===== src/hdl/plc_defs.svh =====
`ifndef PLC_DEFS_SVH
`define PLC_DEFS_SVH
`define PLC_ADDR_W 10
`define PLC_OFF_DET 10'h026
`define PLC_OFF_FLT 10'h027
`define PLC_OFF_BAND 10'h028
`define PLC_OFF_SCR_B 10'h0fe
`define PLC_OFF_SCR_C 10'h0ff
`define PLC_OFF_UPDATE 10'h00f
`define PLC_RST_DET 8'h01
`define PLC_RST_FLT 8'h13
`define PLC_RST_BAND 8'h00
`define PLC_RST_SCR 8'h00
`define PLC_DET_MASK 8'h03
`define PLC_FLT_MASK 8'h3f
`define PLC_BAND_MASK 8'h1f
`define PLC_UPDATE_BIT 0
`endif


===== src/hdl/plc_pkg.sv =====
package plc_pkg;
  typedef struct packed {
    logic wide_pulse_select;
    logic comparator_on;
  } plc_det_t;
  typedef struct packed {
    logic [3:0] filter_cap_code;
    logic filter_bias_on;
    logic filter_amp_on;
  } plc_flt_t;
  typedef struct packed {
    logic wr;
    logic rd;
    logic [9:0] addr;
    logic [7:0] wdata;
  } plc_bus_t;
endpackage


===== src/hdl/plc_sync.sv =====
`timescale 1ns/1ps
// Two-flop synchroniser for a bus of levels
module plc_sync #(
  parameter int W = 5
) (
  input wire logic clk,
  input wire logic rst_n,
  input wire logic [W-1:0] d,
  output logic [W-1:0] q
);
  logic [W-1:0] meta_reg;
  always_ff @(posedge clk or negedge rst_n) begin
    if (!rst_n) begin
      meta_reg <= '0;
      q <= '0;
    end else begin
      meta_reg <= d;
      q <= meta_reg;
    end
  end
endmodule


===== src/hdl/plc_regs.sv =====
`timescale 1ns/1ps
`include "plc_defs.svh"
module plc_regs (
  input wire logic CLK_SYS,
  input wire logic RESET_N,
  input wire logic [9:0] ADDR,
  input wire logic [7:0] WDATA,
  input wire logic WR,
  input wire logic RD,
  input wire logic [4:0] CAL_BAND,
  output logic [7:0] RDATA,
  output plc_pkg::plc_det_t DET_OUT,
  output plc_pkg::plc_flt_t FLT_OUT
);
  logic [7:0] det_reg;
  logic [7:0] flt_reg;
  logic [7:0] scr_b_reg;
  logic [7:0] scr_c_reg;
  logic [4:0] band_sync;
  logic update;
  logic [7:0] rd_next;
  localparam logic [7:0] rst_det_val = `PLC_RST_DET;
  localparam logic [7:0] rst_flt_val = `PLC_RST_FLT;

  ////////////////////////////////////////////////////////////////////////
  plc_sync #(.W(5)) u_band_sync (
    .clk(CLK_SYS),
    .rst_n(RESET_N),
    .d(CAL_BAND),
    .q(band_sync)
  );

  ////////////////////////////////////////////////////////////////////////
  // Buffered register writes
  always_ff @(posedge CLK_SYS or negedge RESET_N) begin
    if (!RESET_N) begin
      det_reg <= `PLC_RST_DET;
      flt_reg <= `PLC_RST_FLT;
    end else if (WR) begin
      if (ADDR == `PLC_OFF_DET) begin
        det_reg <= WDATA & `PLC_DET_MASK;
      end
      if (ADDR == `PLC_OFF_FLT) begin
        flt_reg <= WDATA & `PLC_FLT_MASK;
      end
    end
  end

  always_ff @(posedge CLK_SYS or negedge RESET_N) begin
    if (!RESET_N) begin
      scr_b_reg <= `PLC_RST_SCR;
      scr_c_reg <= `PLC_RST_SCR;
    end else if (WR) begin
      if (ADDR == `PLC_OFF_SCR_B) begin
        scr_b_reg <= WDATA;
      end
      if (ADDR == `PLC_OFF_SCR_C) begin
        scr_c_reg <= WDATA;
      end
    end
  end

  ////////////////////////////////////////////////////////////////////////
  // Update strobe is live, self clearing
  assign update = WR && (ADDR == `PLC_OFF_UPDATE) && WDATA[`PLC_UPDATE_BIT];

  always_ff @(posedge CLK_SYS or negedge RESET_N) begin
    if (!RESET_N) begin
      DET_OUT <= plc_pkg::plc_det_t'(rst_det_val[1:0]);
      FLT_OUT <= plc_pkg::plc_flt_t'(rst_flt_val[5:0]);
    end else if (update) begin
      DET_OUT <= plc_pkg::plc_det_t'(det_reg[1:0]);
      FLT_OUT <= plc_pkg::plc_flt_t'(flt_reg[5:0]);
    end
  end

  ////////////////////////////////////////////////////////////////////////
  // Read mux; band has no write path
  always_comb begin
    rd_next = 8'h00;
    unique case (ADDR)
      `PLC_OFF_DET: rd_next = det_reg;
      `PLC_OFF_FLT: rd_next = flt_reg;
      `PLC_OFF_BAND: rd_next = {3'h0, band_sync};
      `PLC_OFF_SCR_B: rd_next = scr_b_reg;
      `PLC_OFF_SCR_C: rd_next = scr_c_reg;
      default: rd_next = 8'h00;
    endcase
  end

  always_ff @(posedge CLK_SYS or negedge RESET_N) begin
    if (!RESET_N) begin
      RDATA <= 8'h00;
    end else if (RD) begin
      RDATA <= rd_next;
    end else begin
      RDATA <= 8'h00;
    end
  end
endmodule


===== config.mk =====
export PLATFORM = sky130hd
export DESIGN_NAME = plc_regs
export DESIGN_NICKNAME = d
export VERILOG_FILES = /design/src/hdl/plc_pkg.sv /design/src/hdl/plc_sync.sv /design/src/hdl/plc_regs.sv
export VERILOG_INCLUDE_DIRS = /design/src /design/src/hdl
export SDC_FILE = /design/constraint.sdc
export NUM_CORES = 1
export LEC_CHECK = 0
export ABC_AREA = 1
export BUFFER_PORTS_ARGS = -buffer_cell sky130_fd_sc_hd__buf_2
export CAP_MARGIN = 15
export CORE_MARGIN = 1.5
export CORE_UTILIZATION = 57
export CTS_BUF_LIST = sky130_fd_sc_hd__clkbuf_2
export CTS_CLUSTER_DIAMETER = 30
export CTS_CLUSTER_SIZE = 8
export DETAILED_ROUTE_END_ITERATION = 7
export PLACE_DENSITY = 0.82
export SYNTH_ARGS = -nofsm -noshare
export SYNTH_HDL_FRONTEND = slang
export SYNTH_SLANG_ARGS = --single-unit

===== constraint.sdc =====
create_clock -name CLK_SYS -period 1.2 [get_ports CLK_SYS]
set_clock_uncertainty 0.05 [all_clocks]
set_input_delay 0.18 -clock CLK_SYS [delete_from_list [all_inputs] [get_ports CLK_SYS]]
set_output_delay 0.18 -clock CLK_SYS [all_outputs]
set_load 0.005 [all_outputs]

# After elaboration in Yosys (flattened, before gate mapping)
# Cells that the tools add are included.
totals:
  regBits: 50
  input_bits: 27
  output_inout_bits: 16
  elab_cells: 26
op_classes:
  n_eq_ne: 6
  muxes: 2
  n_reduce_logical: 6
op_table:
  columns: ["operator", "n"]
  rows:
  - ["8-bit case mux with 5 select lines", 1]
  - ["10-bit by 6-bit equality test with 1-bit output, second input constant", 3]
  - ["10-bit by 8-bit equality test with 1-bit output, second input constant", 2]
  - ["10-bit by 4-bit equality test with 1-bit output, second input constant", 1]
  - ["8-bit two-way mux", 1]
  - ["2-bit AND reduction", 4]
  - ["1-bit logical AND", 2]

# Logic depth before layout (Yosys ltp)
depth:
  depth_word: 3
  ltp_mapped: 8
  depth_no_buf: 8

# Modules after synthesis
# Synthesis repeated with hierarchy kept, for this count alone.
unflattened:
  cells_unflattened: 240
  area_unflattened_um2: 2275.9
modules_own_cells:
  columns: ["mod", "instances", "cells_per_inst", "area_per_inst_um2", "seq_area_each_um2"]
  rows:
  - ["plc_regs", 1, 230, 2025.7, 1011.0]
  - ["plc_sync", 1, 10, 250.2, 250.2]

# Worst setup path after synthesis
# Ideal clock, no wire load.
synth_timing:
  kind: "input to register"
  start: "input port ADDR[4]"
  end: "register scr_b_reg[5]"
  setup_ns: 0.119
  arrival_ns: 0.952
  required_ns: 1.031
  path_slack_ns: 0.078
  cell_stages: 8
  path_buffers: 1
  cell_sequence: "nand2_1 nor2_4 nand2_4 nor2_8 nand2_4 buf_6 nand2_2 o21ai_2"
synth_between:
  elab_chain_cells: 2
synth_rtl:
  columns: ["item", "line", "rtl"]
  rows:
  - ["start, declared", "plc_regs.sv:6", "input wire logic [9:0] ADDR,"]
  - ["10-bit by 8-bit equality test with 1-bit output", null, null]
  - ["2-bit AND reduction (no source line)", null, null]
  - ["end signal, assigned", "plc_regs.sv:51", "scr_b_reg <= `PLC_RST_SCR;"]
  - ["end, declared", "plc_regs.sv:17", "logic [7:0] scr_b_reg;"]
# No other way between the ends.
# A chain may end at the register's enable or synchronous reset.

# Final worst setup path
layout_timing:
  start: "register FLT_OUT[4] in the netlist's numbering"
  end: "output port FLT_OUT[4] in the netlist's numbering"
layout_rtl:
  columns: ["item", "line", "rtl"]
  rows:
  - ["start, declared", "plc_regs.sv:13", "output plc_pkg::plc_flt_t FLT_OUT"]
  - ["start signal, assigned", "plc_regs.sv:70", "FLT_OUT <= plc_pkg::plc_flt_t'(rst_flt_val[5:0]);"]
  - ["start signal, assigned", "plc_regs.sv:73", "FLT_OUT <= plc_pkg::plc_flt_t'(flt_reg[5:0]);"]
# No word-level cell between the ends.

==> impl_metrics.env <==
export IMPL_postRouteAntennaNets=0
export IMPL_drtPass1Iterations=4
export IMPL_grt_pass1_wl_um=7734
export IMPL_cpMaxStageDelayCell="dfstp_2"
export IMPL_power_internal_mw=1.967
export IMPL_rsz0062_at_grt="yes"
export IMPL_io_pins=43
export IMPL_clk_latency_ns=0.42
export IMPL_worst_pin_slew_ns=0.3830
export IMPL_antenna_found_initial=0
export IMPL_syn_instance_count=235
export IMPL_crit_buf_inv=1
export IMPL_gp_congestion=0.7988
export IMPL_port_buffers=42
export IMPL_grt_use_total=0.2401
export IMPL_p_leak_nw=1.472
export IMPL_hold_ws_ns=0.03810
export IMPL_hold_viol=0
export IMPL_synthMostInstantiatedCell="nand2_1"
export IMPL_fmax_ghz=0.7452
export IMPL_crit_chain="buf_2"
export IMPL_synth_area_um2=2242
export IMPL_worst_setup_path_type="flip-flop to primary output"
export IMPL_p_per_area_nw_per_um2=936.1
export IMPL_power_frac_comb=0.086
export IMPL_synth_seq_area_share=0.5625
export IMPL_synth_top_cell_area_share=0.4688
export IMPL_core_area_um2=3716
export IMPL_yosys_top_cells_area="dfrtp_1 47%, nand2_1 10%, dfstp_2 9.4%"
export IMPL_clkTransAtPathRegs_ns=0.24
export IMPL_path_max_fanout=2
export IMPL_cts_sinks=50
export IMPL_cts_tree="built"
export IMPL_min_path_type="input pin to flip-flop"
export IMPL_crit_arrival_ns=1.11
export IMPL_synth_common_cells="62 x nand2_1, 42 x dfrtp_1, 28 x inv_1"
export IMPL_yosys_area_top_type="dfrtp_1"
export IMPL_viasPerCell=4.883
export IMPL_drive_above_1_share=0.3698
export IMPL_grt_ovfl_total=0
export IMPL_drv_cap=0
export IMPL_seq_power_share=0.659
export IMPL_drc=0
export IMPL_clock_root_buffer="clkbuf_2"
export IMPL_layout_worst_path_cycle_share=1.118
export IMPL_ys_async_sr_fraction=1.000
export IMPL_ys_flop_type="dfrtp_1"
export IMPL_start_kind="flip-flop"
export IMPL_cts_buffers=5
export IMPL_switching_share=0.2521
export IMPL_ir_drop_mv=0.7461
export IMPL_final_setup_viol_count=11
export IMPL_first_iter_violations=122
export IMPL_syn_avg_cell_area_um2=9.541
export IMPL_row_count=22
export IMPL_synth_warnings=0
export IMPL_outcome="finished, violations left"
export IMPL_wl_per_cell_um=12.18
export IMPL_clockPowerShare=0.255
export IMPL_power_switching_uw=662.9
export IMPL_initial_core_util=0.6034
export IMPL_drv_slew=0
export IMPL_slowest_delay_ns=0.59
export IMPL_syn_num_nets=262
export IMPL_timing_final_ws_setup_ns=-0.1420
export IMPL_slew_headroom=0.7441
export IMPL_synth_seq_cells=50
export IMPL_syn_to_final_growth_pct=25.28
export IMPL_violations="setup timing"
export IMPL_dp_hpwl_um=3290
export IMPL_htree_levels=2
export IMPL_period_minus_slack_ns=1.342
export IMPL_die_width_um=65.72
export IMPL_die_area_um2=4319
export IMPL_synth_edf_count=0
export IMPL_required_ns=0.97
export IMPL_wirelength_um=4373
export IMPL_grt_pass1_vias=1770
export IMPL_critPathTopFamily="flip-flops"
export IMPL_synth_distinct_cells=22
export IMPL_vias=1753
export IMPL_clock_path_buffers=2
export IMPL_grt_max_degree=28
export IMPL_end_kind="primary output"
export IMPL_fp_dieH_um=65.72
export IMPL_finalNetCount=337
export IMPL_n_antenna_cell=0
export IMPL_place_ws_ns=-0.1963
[tightest hold or removal path: cells and delay by family]
kind	cells	cell delay, ns
compound gates	1	0.15
buf+inv	2	0.18
[repair_timing]
item / 4_1_cts / 5_1_grt
gates cloned: 0 / 0
setup endpoints to repair: 12 / 16
hold buffers: 13 / 0
gates resized for setup: 0 / 1
pin swaps: 0 / 0
hold endpoints to repair: 67 / 0
setup buffers: 2 / 1
[layout by cell type, fill, tap and decap left out, drive strengths merged]
cell	Yosys	layout
a21boi	1	1
buf	4	59
clkbuf	0	5
clkinv	0	3
dfrtp	42	42
dfstp	8	8
dlygate4sd3	0	13
inv	29	29
nand2	71	71
nand3	10	10
nand4	2	2
nor2	28	28
nor3	1	1
nor3b	1	1
o21ai	38	38
[cells by family after synthesis]
group	count (synthesis)	synth area share
DFF	50	0.5625
buffers and inverters	33	0.06584
AOI/OAI and AO/OA	39	0.1283
and+or+nand+nor	113	0.2433
[final timing paths]
check	slack, ns	startpoint	endpoint	cells past startpoint
setup / recovery	-0.14	FLT_OUT[4]	FLT_OUT[4]	1
hold / removal	0.04	WDATA[1]	scr_b_reg[1]	3
setup reg to reg	0.12	flt_reg[4]	RDATA[4]	4
hold reg to reg	0.33	u_band_sync.meta_reg[4]	u_band_sync.q[4]	0
max in group asynchronous	0.45	RESET_N	flt_reg[0]	3
min in group asynchronous	0.10	RESET_N	FLT_OUT[5]	2
[stage by stage]
stage / util / std cells / setup TNS (ns) / total power, mW / cell area [um^2]
floorplan: - / 235 / 0 / 1.825 / 2242
global placement: 0.7007 / 335 / -3.550 / 1.948 / 2604
detailed placement: 0.7007 / 335 / -4.380 / 1.956 / 2604
CTS: 0.7522 / 358 / -0.7046 / 2.650 / 2795
global route: 0.7559 / 359 / -1.316 / 2.730 / 2809
finish: 0.7559 / 359 / -0.6127 / 2.630 / 2809
[power groups by stage]
stage / Combinational, mW / Clock (mW) / Sequential (mW)
6_report: 0.227 / 0.671 / 1.73
5_1_grt: 0.254 / 0.739 / 1.74
4_1_cts: 0.229 / 0.689 / 1.73
3_5_place_dp: 0.196 / 0 / 1.76
3_3_place_gp: 0.190 / 0 / 1.76
2_1_floorplan: 0.0693 / 0 / 1.76
[cell type report]
cell class,instances,area [um^2]
fill,287,907.1
inverter,29,108.9
sequential,50,1261
clock buffer,5,25.02
multi-input combinational,152,833.3
timing repair buffer,72,499.2
tap,48,60.06
clock inverter,3,21.27
[layer usage]
layer  routed length, um  share of wire  track usage  vias to the layer above
li1                    -              -            -                      891
met1                1950           0.45       0.3040                      809
met2                2170           0.50       0.3977                       46
met3                 189          0.043      0.04281                        7
met4                  63          0.014       0.1146                        0
met5                   0              0            0                        -
(Power assumes the default switching activity.)
